### src/core/fbf_params.svh
// fbf_params.svh: named constants of the sheet feeder batch and fault controller.
// assumes a 40 MHz system clock; all slow timing runs from one 12.5 ms base tick.
`ifndef FBF_PARAMS_SVH
`define FBF_PARAMS_SVH

// clock and base tick
`define FBF_CLK_NS 25
`define FBF_TICK_US 12500
`define FBF_TICK_CYCLES (`FBF_TICK_US * 1000 / `FBF_CLK_NS)

// times in microseconds, as specified
`define FBF_HALF_DOUBLE_US 500000
`define FBF_HALF_MISS_US 1000000
`define FBF_HALF_TIMEOUT_US 62500
`define FBF_TIMEOUT_US 2000000
`define FBF_DELAY_STEP_US 100000

// the same times as counts of base ticks
`define FBF_HALF_DOUBLE_TICKS 8'(`FBF_HALF_DOUBLE_US / `FBF_TICK_US)
`define FBF_HALF_MISS_TICKS 8'(`FBF_HALF_MISS_US / `FBF_TICK_US)
`define FBF_HALF_TIMEOUT_TICKS 8'(`FBF_HALF_TIMEOUT_US / `FBF_TICK_US)
`define FBF_TIMEOUT_TICKS 8'(`FBF_TIMEOUT_US / `FBF_TICK_US)
`define FBF_DELAY_STEP_TICKS 8'(`FBF_DELAY_STEP_US / `FBF_TICK_US)

// setting limits and reset values
`define FBF_BATCH_MAX 7'h63
`define FBF_BATCH_CONT 7'h00
`define FBF_DELAY_MAX 5'h14
`define FBF_EOB_OFF 4'h0
`define FBF_COUNT_ONE 7'h01
`define FBF_TIMER_ZERO 8'h00
`define FBF_TIMER_ONE 8'h01

`endif

### src/core/fbf_pkg.sv
// fbf_pkg: types shared by the feeder controller files.
// assumes fbf_params.svh supplies the numeric constants.
package fbf_pkg;

  // controller modes
  typedef enum logic [2:0] {
    ST_POWERUP,
    ST_READY,
    ST_DELAY,
    ST_RUN,
    ST_STOP,
    ST_FAULT
  } fbf_state_t;

  // latched fault cause
  typedef enum logic [1:0] {
    FLT_NONE,
    FLT_DOUBLE,
    FLT_MISS,
    FLT_TIMEOUT
  } fbf_fault_t;

  // operator settings
  typedef struct packed {
    logic [6:0] batch_size;
    logic [3:0] eob_setting;
    logic [4:0] trig_delay;
    logic dd_enable;
    logic miss_enable;
    logic timeout_enable;
  } fbf_cfg_t;

  // panel lamps
  typedef struct packed {
    logic ready_lamp;
    logic stop_lamp;
    logic fault_lamp;
  } fbf_lamps_t;

endpackage

### src/core/fbf_tick.sv
// fbf_tick: prescaler giving a one-cycle pulse every CYCLES clocks.
// assumes a synchronous active-high reset.
`timescale 1ns/1ps
`include "fbf_params.svh"

module fbf_tick #(
  parameter int unsigned CYCLES = `FBF_TICK_CYCLES
) (
  input wire logic clk,
  input wire logic reset,
  output logic tick
);

  logic [19:0] cnt_reg;
  logic [19:0] cnt_next;
  logic tick_reg;
  logic tick_next;

  // wrap counter, pulse on the last count
  always_comb begin
    tick_next = 1'b0;
    cnt_next = cnt_reg + 20'h00001;
    if (cnt_reg == 20'(CYCLES - 1)) begin
      cnt_next = 20'h00000;
      tick_next = 1'b1;
    end
  end

  // register counter and pulse
  always_ff @(posedge clk) begin
    if (reset) begin
      cnt_reg <= 20'h00000;
      tick_reg <= 1'b0;
    end else begin
      cnt_reg <= cnt_next;
      tick_reg <= tick_next;
    end
  end

  assign tick = tick_reg;

endmodule

### src/core/fbf_ctrl.sv
// fbf_ctrl: batch, speed and fault control of a sheet feeder.
// assumes all inputs are synchronous to clk; buttons and sensors are active high,
// remote stop is active low.
`timescale 1ns/1ps
`include "fbf_params.svh"

module fbf_ctrl #(
  parameter int unsigned TICK_CYCLES = `FBF_TICK_CYCLES
) (
  input wire logic clk,
  input wire logic reset,
  input wire fbf_pkg::fbf_cfg_t cfg,
  input wire logic cycle_btn,
  input wire logic stop_btn,
  input wire logic fault_reset_btn,
  input wire logic jog_btn,
  input wire logic trig_sensor,
  input wire logic ext_trigger,
  input wire logic remote_stop_n,
  input wire logic sheet_sensor,
  input wire logic double_detect,
  output logic belt_run,
  output logic speed_indep,
  output logic ready_out,
  output logic trig_echo,
  output fbf_pkg::fbf_lamps_t lamps,
  output fbf_pkg::fbf_fault_t fault_code
);

  logic tick;
  fbf_pkg::fbf_state_t state_reg;
  fbf_pkg::fbf_state_t state_next;
  fbf_pkg::fbf_fault_t fault_reg;
  fbf_pkg::fbf_fault_t fault_next;
  logic [6:0] batch_reg;
  logic [6:0] batch_next;
  logic [6:0] count_reg;
  logic [6:0] count_next;
  logic [7:0] timer_reg;
  logic [7:0] timer_next;
  logic indep_reg;
  logic indep_next;
  logic [4:0] prev_reg;
  logic [4:0] prev_next;
  logic [7:0] blink_cnt_reg;
  logic [7:0] blink_cnt_next;
  logic blink_on_reg;
  logic blink_on_next;
  logic belt_reg;
  logic speed_reg;
  logic ready_reg;
  logic echo_reg;
  fbf_pkg::fbf_lamps_t lamps_reg;
  fbf_pkg::fbf_lamps_t lamps_next;
  logic [6:0] count_inc;
  logic [4:0] delay_set;
  logic [7:0] delay_ticks;
  logic [7:0] half_ticks;
  logic cycle_rise;
  logic trig_rise;
  logic reset_rise;
  logic stop_rise;
  logic sheet_rise;
  logic sheet_fall;
  logic stop_req;
  logic dd_hit;
  logic eob_ok;
  logic active;
  logic in_cycle;
  logic miss_hit;
  logic timeout_hit;

  // base tick for every blink, delay and timeout count
  fbf_tick #(
    .CYCLES(TICK_CYCLES)
  ) u_tick (
    .clk(clk),
    .reset(reset),
    .tick(tick)
  );

  // edges of buttons and sensors against last cycle's levels; the stop button is taken as a level
  assign cycle_rise = cycle_btn & ~prev_reg[0];
  assign trig_rise = cycle_rise | (trig_sensor & ~prev_reg[1]) | (ext_trigger & ~prev_reg[2]);
  assign reset_rise = fault_reset_btn & ~prev_reg[3];
  assign sheet_rise = sheet_sensor & ~prev_reg[4];
  assign sheet_fall = ~sheet_sensor & prev_reg[4];
  assign stop_rise = stop_btn;
  assign stop_req = stop_rise | ~remote_stop_n;
  assign dd_hit = cfg.dd_enable & double_detect;
  assign count_inc = count_reg + `FBF_COUNT_ONE;
  assign in_cycle = (state_reg == fbf_pkg::ST_DELAY) || (state_reg == fbf_pkg::ST_RUN);
  assign active = in_cycle || (state_reg == fbf_pkg::ST_READY);

  // speed switch allowed only for 0 < N < batch
  assign eob_ok = (cfg.eob_setting != `FBF_EOB_OFF) && ({3'h0, cfg.eob_setting} < batch_reg);

  // delay setting clamped to 2.0 s, in tenth-second steps
  assign delay_set = (cfg.trig_delay > `FBF_DELAY_MAX) ? `FBF_DELAY_MAX : cfg.trig_delay;
  assign delay_ticks = 8'({3'h0, delay_set} * `FBF_DELAY_STEP_TICKS);

  // extra trigger during a batched cycle
  assign miss_hit = in_cycle && trig_rise && cfg.miss_enable && (batch_reg != `FBF_BATCH_CONT);

  // two seconds without any sheet edge in a batched run
  assign timeout_hit = (state_reg == fbf_pkg::ST_RUN) && cfg.timeout_enable && tick &&
                       (batch_reg != `FBF_BATCH_CONT) && !sheet_rise && !sheet_fall &&
                       (timer_reg == `FBF_TIMEOUT_TICKS - `FBF_TIMER_ONE);

  // mode sequencing, counting and fault capture
  always_comb begin
    state_next = state_reg;
    fault_next = fault_reg;
    count_next = count_reg;
    timer_next = timer_reg;
    indep_next = indep_reg;
    prev_next = {sheet_sensor, fault_reset_btn, ext_trigger, trig_sensor, cycle_btn};
    // batch size taken only outside a cycle
    batch_next = batch_reg;
    if (!in_cycle) begin
      batch_next = (cfg.batch_size > `FBF_BATCH_MAX) ? `FBF_BATCH_MAX : cfg.batch_size;
    end
    case (state_reg)
      fbf_pkg::ST_POWERUP: begin
        if (reset_rise && remote_stop_n) begin
          state_next = fbf_pkg::ST_READY;
        end
      end
      fbf_pkg::ST_READY: begin
        // triggers only start a cycle from ready
        if (trig_rise) begin
          count_next = 7'h00;
          indep_next = 1'b0;
          timer_next = delay_ticks;
          state_next = (delay_ticks == `FBF_TIMER_ZERO) ? fbf_pkg::ST_RUN : fbf_pkg::ST_DELAY;
          if (delay_ticks == `FBF_TIMER_ZERO) begin
            timer_next = `FBF_TIMER_ZERO;
          end
        end
      end
      fbf_pkg::ST_DELAY: begin
        if (timer_reg == `FBF_TIMER_ZERO) begin
          state_next = fbf_pkg::ST_RUN;
        end else if (tick) begin
          timer_next = timer_reg - `FBF_TIMER_ONE;
        end
      end
      fbf_pkg::ST_RUN: begin
        // timer counts ticks since the last sheet change
        if (sheet_rise || sheet_fall) begin
          timer_next = `FBF_TIMER_ZERO;
        end else if (tick && timer_reg != `FBF_TIMEOUT_TICKS) begin
          timer_next = timer_reg + `FBF_TIMER_ONE;
        end
        // leading edge of the first end-of-batch piece
        if (sheet_rise && eob_ok && (count_reg == batch_reg - {3'h0, cfg.eob_setting})) begin
          indep_next = 1'b1;
        end
        // trailing edge counts a dispensed piece
        if (sheet_fall) begin
          count_next = count_inc;
          if (batch_reg != `FBF_BATCH_CONT && count_inc == batch_reg) begin
            state_next = fbf_pkg::ST_READY;
            indep_next = 1'b0;
          end
        end
      end
      fbf_pkg::ST_STOP: begin
        // remote stop held keeps the feeder stopped
        if (reset_rise && remote_stop_n) begin
          state_next = fbf_pkg::ST_READY;
        end
      end
      fbf_pkg::ST_FAULT: begin
        // a double must be removed before reset works
        if (reset_rise && remote_stop_n &&
            !(fault_reg == fbf_pkg::FLT_DOUBLE && double_detect)) begin
          state_next = fbf_pkg::ST_READY;
          fault_next = fbf_pkg::FLT_NONE;
        end
      end
      default: begin
        state_next = fbf_pkg::ST_POWERUP;
      end
    endcase
    // first fault wins, fixed priority on a tie; stop comes after
    if (active) begin
      if (dd_hit) begin
        state_next = fbf_pkg::ST_FAULT;
        fault_next = fbf_pkg::FLT_DOUBLE;
      end else if (timeout_hit) begin
        state_next = fbf_pkg::ST_FAULT;
        fault_next = fbf_pkg::FLT_TIMEOUT;
      end else if (miss_hit) begin
        state_next = fbf_pkg::ST_FAULT;
        fault_next = fbf_pkg::FLT_MISS;
      end else if (stop_req) begin
        state_next = fbf_pkg::ST_STOP;
      end
      if (state_next != fbf_pkg::ST_RUN) begin
        indep_next = 1'b0;
      end
    end
  end

  // register mode state
  always_ff @(posedge clk) begin
    if (reset) begin
      state_reg <= fbf_pkg::ST_POWERUP;
      fault_reg <= fbf_pkg::FLT_NONE;
      batch_reg <= `FBF_BATCH_CONT;
      count_reg <= 7'h00;
      timer_reg <= `FBF_TIMER_ZERO;
      indep_reg <= 1'b0;
      prev_reg <= 5'h00;
    end else begin
      state_reg <= state_next;
      fault_reg <= fault_next;
      batch_reg <= batch_next;
      count_reg <= count_next;
      timer_reg <= timer_next;
      indep_reg <= indep_next;
      prev_reg <= prev_next;
    end
  end

  // half period per fault kind
  assign half_ticks = (fault_next == fbf_pkg::FLT_DOUBLE) ? `FBF_HALF_DOUBLE_TICKS :
                      (fault_next == fbf_pkg::FLT_MISS) ? `FBF_HALF_MISS_TICKS :
                      `FBF_HALF_TIMEOUT_TICKS;

  // blink phase and panel outputs, all taken from the next mode
  always_comb begin
    blink_cnt_next = `FBF_TIMER_ZERO;
    blink_on_next = 1'b1;
    if (state_reg == fbf_pkg::ST_FAULT && state_next == fbf_pkg::ST_FAULT) begin
      blink_cnt_next = blink_cnt_reg;
      blink_on_next = blink_on_reg;
      if (tick) begin
        if (blink_cnt_reg == half_ticks - `FBF_TIMER_ONE) begin
          blink_cnt_next = `FBF_TIMER_ZERO;
          blink_on_next = ~blink_on_reg;
        end else begin
          blink_cnt_next = blink_cnt_reg + `FBF_TIMER_ONE;
        end
      end
    end
    lamps_next.ready_lamp = (state_next == fbf_pkg::ST_READY);
    lamps_next.stop_lamp = (state_next == fbf_pkg::ST_STOP);
    lamps_next.fault_lamp = 1'b0;
    case (state_next)
      fbf_pkg::ST_POWERUP: lamps_next.fault_lamp = 1'b1;
      fbf_pkg::ST_STOP: lamps_next.fault_lamp = 1'b1;
      fbf_pkg::ST_FAULT: lamps_next.fault_lamp = blink_on_next;
      default: lamps_next.fault_lamp = 1'b0;
    endcase
  end

  // register outputs; jog turns the belts only in ready mode
  always_ff @(posedge clk) begin
    if (reset) begin
      blink_cnt_reg <= `FBF_TIMER_ZERO;
      blink_on_reg <= 1'b1;
      belt_reg <= 1'b0;
      speed_reg <= 1'b0;
      ready_reg <= 1'b0;
      echo_reg <= 1'b0;
      lamps_reg <= 3'h0;
    end else begin
      blink_cnt_reg <= blink_cnt_next;
      blink_on_reg <= blink_on_next;
      belt_reg <= (state_next == fbf_pkg::ST_RUN) ||
                  (state_next == fbf_pkg::ST_READY && jog_btn);
      speed_reg <= indep_next;
      ready_reg <= (state_next == fbf_pkg::ST_READY);
      echo_reg <= cycle_btn | trig_sensor | ext_trigger;
      lamps_reg <= lamps_next;
    end
  end

  assign belt_run = belt_reg;
  assign speed_indep = speed_reg;
  assign ready_out = ready_reg;
  assign trig_echo = echo_reg;
  assign lamps = lamps_reg;
  assign fault_code = fault_reg;

  // checks on the control behaviour
  a_batch_end_stop: assert property (@(posedge clk) disable iff (reset)
    (state_reg == fbf_pkg::ST_RUN && sheet_fall && !dd_hit && !timeout_hit && !miss_hit &&
     !stop_req && batch_reg != `FBF_BATCH_CONT && count_inc == batch_reg)
    |=> (state_reg == fbf_pkg::ST_READY) && !speed_indep)
    else $error("batch end did not return to ready");

  a_count_trailing: assert property (@(posedge clk) disable iff (reset)
    (state_reg == fbf_pkg::ST_RUN && !sheet_fall) |=> (count_reg == $past(count_reg)))
    else $error("count moved without a trailing edge");

  a_cont_keeps_run: assert property (@(posedge clk) disable iff (reset)
    (state_reg == fbf_pkg::ST_RUN && batch_reg == `FBF_BATCH_CONT && !stop_req && !dd_hit)
    |=> (state_reg == fbf_pkg::ST_RUN) && belt_run)
    else $error("continuous run ended without stop");

  a_batch_frozen: assert property (@(posedge clk) disable iff (reset)
    in_cycle |=> (batch_reg == $past(batch_reg)))
    else $error("batch size changed during a cycle");

  a_start_ready_only: assert property (@(posedge clk) disable iff (reset)
    (state_reg == fbf_pkg::ST_STOP || state_reg == fbf_pkg::ST_FAULT ||
     state_reg == fbf_pkg::ST_POWERUP)
    |=> (state_reg != fbf_pkg::ST_DELAY) && (state_reg != fbf_pkg::ST_RUN))
    else $error("cycle started outside ready");

  a_double_fault: assert property (@(posedge clk) disable iff (reset)
    (active && dd_hit) |=> (fault_reg == fbf_pkg::FLT_DOUBLE) && !belt_run && !ready_out &&
    !lamps.ready_lamp)
    else $error("double detect did not fault");

  a_dd_disabled: assert property (@(posedge clk) disable iff (reset)
    (!cfg.dd_enable && fault_reg != fbf_pkg::FLT_DOUBLE) |=> (fault_reg != fbf_pkg::FLT_DOUBLE))
    else $error("double fault while disabled");

  a_eob_switch: assert property (@(posedge clk) disable iff (reset)
    (state_reg == fbf_pkg::ST_RUN && sheet_rise && eob_ok && !stop_req && !dd_hit &&
     !miss_hit && count_reg == batch_reg - {3'h0, cfg.eob_setting}) |=> speed_indep)
    else $error("end of batch speed not taken");

  a_eob_blocked: assert property (@(posedge clk) disable iff (reset)
    (!indep_reg && !eob_ok) |=> !speed_indep)
    else $error("speed changed with invalid setting");

  a_stop_lamps: assert property (@(posedge clk) disable iff (reset)
    (state_reg == fbf_pkg::ST_STOP) |-> lamps.stop_lamp && lamps.fault_lamp && !ready_out)
    else $error("stop mode lamps wrong");

  a_blink_steady: assert property (@(posedge clk) disable iff (reset)
    (state_reg == fbf_pkg::ST_FAULT && $past(state_reg) == fbf_pkg::ST_FAULT && !$past(tick))
    |-> $stable(lamps.fault_lamp))
    else $error("fault lamp changed off a tick");

endmodule

### config.mk
export PLATFORM = sky130hd
export DESIGN_NAME = fbf_ctrl
export DESIGN_NICKNAME = d
export VERILOG_FILES = /design/src/core/fbf_pkg.sv /design/src/core/fbf_tick.sv /design/src/core/fbf_ctrl.sv
export VERILOG_INCLUDE_DIRS = /design/src /design/src/core
export SDC_FILE = /design/constraint.sdc
export NUM_CORES = 1
export LEC_CHECK = 0
export BUFFER_PORTS_ARGS = -buffer_cell sky130_fd_sc_hd__buf_2
export CAP_MARGIN = 20
export CELL_PAD_IN_SITES_DETAIL_PLACEMENT = 0
export CELL_PAD_IN_SITES_GLOBAL_PLACEMENT = 2
export CORE_ASPECT_RATIO = 0.75
export CORE_MARGIN = 2
export CORE_UTILIZATION = 33
export CTS_CLUSTER_SIZE = 25
export DETAILED_ROUTE_END_ITERATION = 10
export HOLD_SLACK_MARGIN = 0.06
export PLACE_DENSITY = 0.81
export SLEW_MARGIN = 20
export SYNTH_ARGS = -nofsm -noshare
export SYNTH_HDL_FRONTEND = slang
export SYNTH_SLANG_ARGS = --single-unit
### constraint.sdc
create_clock -name clk -period 3.8 [get_ports clk]
set_clock_uncertainty 0.05 [all_clocks]
set_input_delay 0.76 -clock clk [delete_from_list [all_inputs] [get_ports clk]]
set_output_delay 0.76 -clock clk [all_outputs]
set_load 0.05 [all_outputs]
Word-level counts from Yosys, hierarchy flattened
Index checks and enable logic that the tools add are counted.
{"block": "word_totals", "inputBits": 30, "reg_bits": 68}
{"block": "classes", "n_lt_le_gt_ge": 3, "n_addsub": 7, "mux": 47, "bitwise_logic": 21, "n_eq_ne": 24, "n_reduce_logical": 40}
{"cell": "two-way mux 8 bit", "count": 7}
{"cell": "two-way mux 3 bit", "count": 12}
{"cell": "two-way mux 7 bit", "count": 5}
{"cell": "one-hot mux 8 bit (3 select lines)", "count": 1}
{"cell": "adder 20 x 1 -> 20 bit (second input constant)", "count": 1}
{"cell": "== test 20 x 19 -> 1 bit (second input constant)", "count": 1}
{"cell": "logical AND 1 bit", "count": 19}
{"cell": "adder 8 x 1 -> 8 bit (second input constant)", "count": 2}
{"cell": "logical NOT 8 bit", "count": 2}
{"cell": "one-hot mux 3 bit (5 select lines)", "count": 1}
{"cell": "== test 7 bit", "count": 2}
{"cell": "one-hot mux 7 bit (2 select lines)", "count": 1}
{"cell": "== test 3 bit (second input constant)", "count": 4}
{"cell": "two-way mux 2 bit", "count": 6}
{"cell": "two-way mux 1 bit", "count": 11}
{"cell": "== test 3 x 2 -> 1 bit (second input constant)", "count": 3}
{"cell": "NOT 1 bit", "count": 9}
{"cell": "== test 8 bit", "count": 1}
{"cell": "== test 8 bit (second input constant)", "count": 1}
{"cell": "!= test 8 bit (second input constant)", "count": 1}
{"cell": "OR reduction 2 bit", "count": 4}
{"cell": "subtractor 7 x 1 -> 8 bit (second input constant)", "count": 1}
{"cell": "subtractor 8 x 1 -> 8 bit (second input constant)", "count": 1}
{"cell": "adder 7 x 1 -> 7 bit (second input constant)", "count": 1}
{"cell": "other kinds (24)", "count": 45}

Longest topological paths before layout
{"block": "depth", "depth_word": 20, "mapped_depth": 16, "mapped_depth_nobuf": 15}

Modules after synthesis
Synthesis repeated with hierarchy kept, for this count alone.
{"block": "hier_totals", "cells_unflattened": 496, "hier_area_um2": 4081.4}
{"mod": "fbf_ctrl", "seq_area_each_um2": 940.9, "area_per_inst_um2": 3145.5, "n_inst": 1, "cells_each": 389}
{"mod": "fbf_tick", "seq_area_each_um2": 420.4, "area_per_inst_um2": 935.9, "n_inst": 1, "cells_each": 107}

Worst setup path before layout
OpenSTA, ideal clock, no wires.
{"block": "synth_path", "path_type": "in2reg", "startpoint": "in sheet_sensor", "endpoint": "reg lamps_reg, in the netlist lamps[0]", "required_ns": 3.619, "path_stages": 14, "setup_ns": 0.131, "arrival_time_ns": 3.418, "setup_slack_ns": 0.202, "path_cell_list": "inv_1 > ha_1 > nor4b_1 > and3_1 > a21oi_4 > and2_1 > ha_1 > xor2_1 > or3_4 > a2111oi_4 > nand4b_1 > xnor2_1 > o31ai_1 > a21oi_2"}
{"block": "synth_between", "elab_chain_cells": 17, "elab_cells_between_ends": 34, "cone_classes": "1 x add/sub; 5 x eq/ne; 17 x mux; 3 x bitwise; 8 x reduce/logical"}
{"item": "start, declared", "line": "fbf_ctrl.sv:20", "text": "input wire logic sheet_sensor,"}
{"item": "bitwise AND 1 bit or NOT 1 bit (tied branches)", "line": "fbf_ctrl.sv:86, fbf_ctrl.sv:87"}
{"item": "logical NOT 1 bit or bitwise AND 1 bit (tied branches)", "line": "fbf_ctrl.sv:107, fbf_ctrl.sv:87"}
{"item": "logical AND 1 bit or logical NOT 1 bit (tied branches)", "line": "fbf_ctrl.sv:106, fbf_ctrl.sv:107"}
{"item": "logical AND 1 bit (2 in a row)", "line": "fbf_ctrl.sv:106", "text": "assign timeout_hit = (state_reg == fbf_pkg::ST_RUN) && cfg.timeout_enable && tick &&"}
{"item": "two-way mux 2 bit", "line": "fbf_ctrl.sv:191", "text": "end else if (timeout_hit) begin"}
{"item": "two-way mux 2 bit", "line": "fbf_ctrl.sv:188", "text": "if (dd_hit) begin"}
{"item": "two-way mux 2 bit", "line": "fbf_ctrl.sv:187", "text": "if (active) begin"}
{"item": "== test 2 bit", "line": "fbf_ctrl.sv:229", "text": "(fault_next == fbf_pkg::FLT_MISS) ? `FBF_HALF_MISS_TICKS :"}
{"item": "two-way mux 7 bit (no source line) (2 in a row)"}
{"item": "subtractor 7 x 1 -> 8 bit (no source line)"}
{"item": "== test 8 bit (no source line)"}
{"item": "two-way mux 1 bit", "line": "fbf_ctrl.sv:240", "text": "if (blink_cnt_reg == half_ticks - `FBF_TIMER_ONE) begin"}
{"item": "two-way mux 1 bit", "line": "fbf_ctrl.sv:239", "text": "if (tick) begin"}
{"item": "two-way mux 1 bit", "line": "fbf_ctrl.sv:236", "text": "if (state_reg == fbf_pkg::ST_FAULT && state_next == fbf_pkg::ST_FAULT) begin"}
{"item": "one-hot mux 1 bit (2 select lines) *", "line": "fbf_ctrl.sv:251", "text": "case (state_next)"}
{"item": "end signal, assigned", "line": "fbf_ctrl.sv:277", "text": "lamps_reg <= lamps_next;"}
{"item": "end, declared", "line": "fbf_ctrl.sv:53", "text": "fbf_pkg::fbf_lamps_t lamps_reg;"}
Mark *: on every way between the ends. The rest lies on a longest branch, timed or not. The select of a mux whose other input is x is not followed.
A chain may end at the register's enable or synchronous reset.

Final worst setup path
{"block": "layout_path", "startpoint": "in sheet_sensor", "endpoint": "reg lamps_reg, in the netlist lamps[0]"}
{"block": "layout_between", "elab_chain_cells": 17, "elab_cells_between_ends": 34, "cone_classes": "1 x add/sub; 5 x eq/ne; 17 x mux; 3 x bitwise; 8 x reduce/logical"}
{"item": "bitwise AND 1 bit or NOT 1 bit (tied branches)", "line": "fbf_ctrl.sv:86, fbf_ctrl.sv:87"}
{"item": "logical NOT 1 bit or bitwise AND 1 bit (tied branches)", "line": "fbf_ctrl.sv:107, fbf_ctrl.sv:87"}
{"item": "logical AND 1 bit or logical NOT 1 bit (tied branches)", "line": "fbf_ctrl.sv:106, fbf_ctrl.sv:107"}
{"item": "logical AND 1 bit * (2 in a row)", "line": "fbf_ctrl.sv:106"}
{"item": "two-way mux 2 bit *", "line": "fbf_ctrl.sv:191"}
{"item": "two-way mux 2 bit *", "line": "fbf_ctrl.sv:188"}
{"item": "two-way mux 2 bit *", "line": "fbf_ctrl.sv:187"}
{"item": "named net fault_next[1]", "line": "fbf_ctrl.sv:34", "text": "fbf_pkg::fbf_fault_t fault_next;"}
{"item": "== test 2 bit", "line": "fbf_ctrl.sv:229"}
{"item": "two-way mux 7 bit (no source line)"}
{"item": "two-way mux 7 bit (no source line) *"}
{"item": "subtractor 7 x 1 -> 8 bit (no source line) *"}
{"item": "== test 8 bit (no source line) *"}
{"item": "two-way mux 1 bit *", "line": "fbf_ctrl.sv:240"}
{"item": "two-way mux 1 bit *", "line": "fbf_ctrl.sv:239"}
{"item": "two-way mux 1 bit *", "line": "fbf_ctrl.sv:236"}
{"item": "one-hot mux 1 bit (2 select lines) *", "line": "fbf_ctrl.sv:251"}
The timed path passes the listed nets; every way through them passes the cells marked *. The select of a mux whose other input is x is not followed.

==> flow_results.org <==
** Job
- # Max-Cap Violations :: 0

** Power
- Switching share of total power :: 37.4%
- The internal portion of the total power is 1.74 mW.
- Summed over all nets, the switching power comes to 1.04 mW.
- The share of total power dissipated in sequential elements is 31.9%.
- Summed over all cells, the static leakage comes to 1.83 nW.
- Cell Pwr Density :: 580 nW/µm²
- Across the VDD grid, the largest voltage drop is 291 µV.
- Relative contribution of the clock network to total power :: 30.4%
- Combinational logic burns 37.7% of the power.

** Logic synthesis
- Ys Warns :: 0
- The number of nets in the synthesized netlist is 536.
- Yosys mapped a number of flops with a built-in enable equal to 0.
- After synthesis, the netlist uses 80 different library cells.
- The synthesized design contains 68 register bits.
- Netlist area before placement :: 4130 µm²
- Most used DFF post-synth :: sky130_fd_sc_hd__dfxtp_1
- Number of cells produced by synthesis :: 490
- Dividing the synthesized area by the synthesized cell count gives 8.43 µm².
- For this run, asynchronously set or reset flops after synthesis account for 0%.
- Proportion of synthesized chip area in sequential cells :: 32.9%

** Cells and area
- In the layout the commonest cells are 72 x sky130_fd_sc_hd__nor2_1, 68 x sky130_fd_sc_hd__dfxtp_1, 38 x sky130_fd_sc_hd__buf_2, 36 x sky130_fd_sc_hd__nand2_1, 28 x sky130_fd_sc_hd__a21oi_1.
- Flip-flop count of the largest register, all copies and words added :: 20
- The net count of the finished layout is 582.
- Fraction of final layout cells sized beyond drive strength 1 :: 18.3%
- Area growth syn-to-layout :: 15.8%
- Leaving out fill and tap cells, the most frequent cell in the layout is sky130_fd_sc_hd__nor2_1.
- Number of antenna repair diodes :: 0

** Die
- The initialized floorplan defines 35 standard-cell rows.
- 39 I/O pins were placed.
- Horizontal extent of the die :: 133 µm
- Starting density of the core :: 33.7%
- The die covers 13400 µm².
- The region available for standard cell placement spans 12300 µm².
- Measured along the y axis, the die boundary spans 101 µm.

** Drt
- Average vias per placed instance :: 5.09
- Remaining antenna violation count :: 0
- The detailed router placed 3597 vias in this run.
- The first routing iteration left 191 violations.
- Number of remaining DRC errors :: 0
- The routed design has 10400 µm of wire.
- In the final routed layout, each cell accounts on average for 14.7 µm.
- Pre-Repair DR Iteration Count :: 5

** Timing
- Final count of pins violating max slew :: 0
- Achievable clock frequency :: 282 MHz
- At the pin with the least slew margin, the transition time is 845 ps.
- Final Hold Slack :: 398 ps
- Setup slack on the critical path of the routed design comes to 251 ps.
- Measured against its own limit, the worst slew margin works out to 43.1%.
- Setup repair after global routing left no endpoint under its margin.
- Period utilization :: 93.4%
- Final hold violation count :: 0
- Time the final worst path needs with I/O delays and setup :: 3550 ps
- Final number of setup-violating endpoints :: 0

** CTS
- Setup repair bufs after CTS :: 0
- The tree is rooted in a sky130_fd_sc_hd__clkbuf_16.
- PostCTS Resize Cnt :: 0
- Quantity of hold-fixing buffers added after cts :: 0
- TritonCTS created 9 clock buffers.
- Counting along the longest clock path gives a buffer depth of 2.
- TritonCTS clock tree :: built
- CTS clk-pin slew, worst paths :: 60 ps
- The H-tree was split into 3 levels.
- Clk Latency, worst-skew pair :: 330 ps
- CTS saw 68 sinks.

** GRT
- The via count of the first global-routing pass is 3362.
- Overflow after GRT :: 0
- GRT Util Overall :: 16.0%
- The first global-routing pass estimated 17300 µm of wire.
- Pin count of the biggest net entering global routing :: 27
- Number of antenna violations at the first check in global routing :: 0

** Place
- Port Buffers :: 38
- Worst slack after detailed placement :: -59.1 ps
- The HPWL after detailed placement is 7880 µm.
- Final GP Congestion :: 0.793

** Outcome
- The run finished with clean final reports.

** Worst setup path
- STA classifies the critical path endpoint as a register.
- In this run the worst path has a maximum fanout of 2.
- The worst setup path is of the input pin to register kind.
- Data on the critical path is required at its endpoint by 3960 ps.
- Arrival @ worst endpoint :: 3710 ps
- STA classifies the critical path startpoint as an input pin.

** Min path
- Type of the worst min-delay path :: register to register
## power by group through the flow
stage | registers [mW] | clock network [mW] | logic (mW)
after detailed placement | 0.899 | 0 | 1.04
after floorplan | 0.909 | 0 | 0.795
after global routing | 0.896 | 0.896 | 1.16
final | 0.886 | 0.843 | 1.05
after global placement | 0.900 | 0 | 1.03
after CTS | 0.885 | 0.865 | 1.05
## critical path, cell delays in order
cell	delay [ps]
sky130_fd_sc_hd__buf_2	120
sky130_fd_sc_hd__inv_1	60
sky130_fd_sc_hd__ha_1	200
sky130_fd_sc_hd__nor4b_1	210
sky130_fd_sc_hd__and3_1	280
sky130_fd_sc_hd__nand2_1	80
sky130_fd_sc_hd__a31o_2	220
sky130_fd_sc_hd__inv_1	70
sky130_fd_sc_hd__ha_1	200
sky130_fd_sc_hd__xor2_1	90
sky130_fd_sc_hd__or3_4	340
sky130_fd_sc_hd__a2111oi_4	340
sky130_fd_sc_hd__nand4b_1	190
sky130_fd_sc_hd__xnor2_1	190
sky130_fd_sc_hd__o31ai_1	270
sky130_fd_sc_hd__a21oi_2	90
## kinds of logic (layout without fill, tap and decap cells)
family                     Yosys count  count (layout)  synth area share (%)
and+or+nand+nor                    214             214                  27.2
DFF                                 68              68                  32.9
AOI/OAI and AO/OA                  107             107                  19.2
adders and majority gates           16              16                  5.03
buffers and inverters               40              91                  6.06
xor gates and xnor gates            43              43                  9.11
muxes                                2               2                 0.515
## final timing paths
check	from	end	cells after the start	slack, ps
max reg2reg	timer_reg[1]	lamps[0]	14	330
max	sheet_sensor	lamps[0]	16	250
min	u_tick.cnt_reg[0]	u_tick.cnt_reg[0]	1	400
min reg2reg	u_tick.cnt_reg[0]	u_tick.cnt_reg[0]	1	400
## layout make-up
class,count,area [µm²]
inverters,19,71.3
fillers,1269,7470
multi-input cells,382,2520
clock inverters,7,75.1
flip-flops and latches,68,1360
well taps,166,208
repair buffers,56,325
clock buffers,9,225
## Yosys cell counts, types with 7 or more instances
cell	instances	area (µm²)
sky130_fd_sc_hd__nor2_1	72	270
sky130_fd_sc_hd__dfxtp_1	68	1360
sky130_fd_sc_hd__nand2_1	36	135
sky130_fd_sc_hd__a21oi_1	28	140
sky130_fd_sc_hd__xor2_1	24	210
sky130_fd_sc_hd__nand3_1	21	105
sky130_fd_sc_hd__inv_1	19	71.3
sky130_fd_sc_hd__xnor2_1	19	166
sky130_fd_sc_hd__o21ai_0	17	85.1
sky130_fd_sc_hd__ha_1	15	188
sky130_fd_sc_hd__nor3_1	11	55.1
sky130_fd_sc_hd__nor2b_1	10	62.6
sky130_fd_sc_hd__or3_1	8	50.1
sky130_fd_sc_hd__clkbuf_8	7	96.3
sky130_fd_sc_hd__nand4_1	7	43.8
## metrics by stage
stage / utilization, % / TNS (ps) / power (mW) / cells / area, µm²
6_report: 39.0 / 0 / 2.78 / 707 / 4790
5_1_grt: 39.0 / 0 / 2.95 / 707 / 4790
4_1_cts: 39.0 / 0 / 2.80 / 707 / 4790
3_5_place_dp: 36.6 / -59.1 / 1.93 / 691 / 4490
3_3_place_gp: 36.6 / 0 / 1.93 / 691 / 4490
2_1_floorplan: - / 0 / 1.70 / 490 / 4130
## layer usage
metal	global-route usage [%]	vias to the layer above	share of wire, %
met4	3.27	0	0.47
met5	0	-	0
li1	-	1839	-
met1	23.6	1679	53
met3	3.42	5	4.2
met2	24.0	74	42
Note: power is estimated with default switching activity, not from simulation.
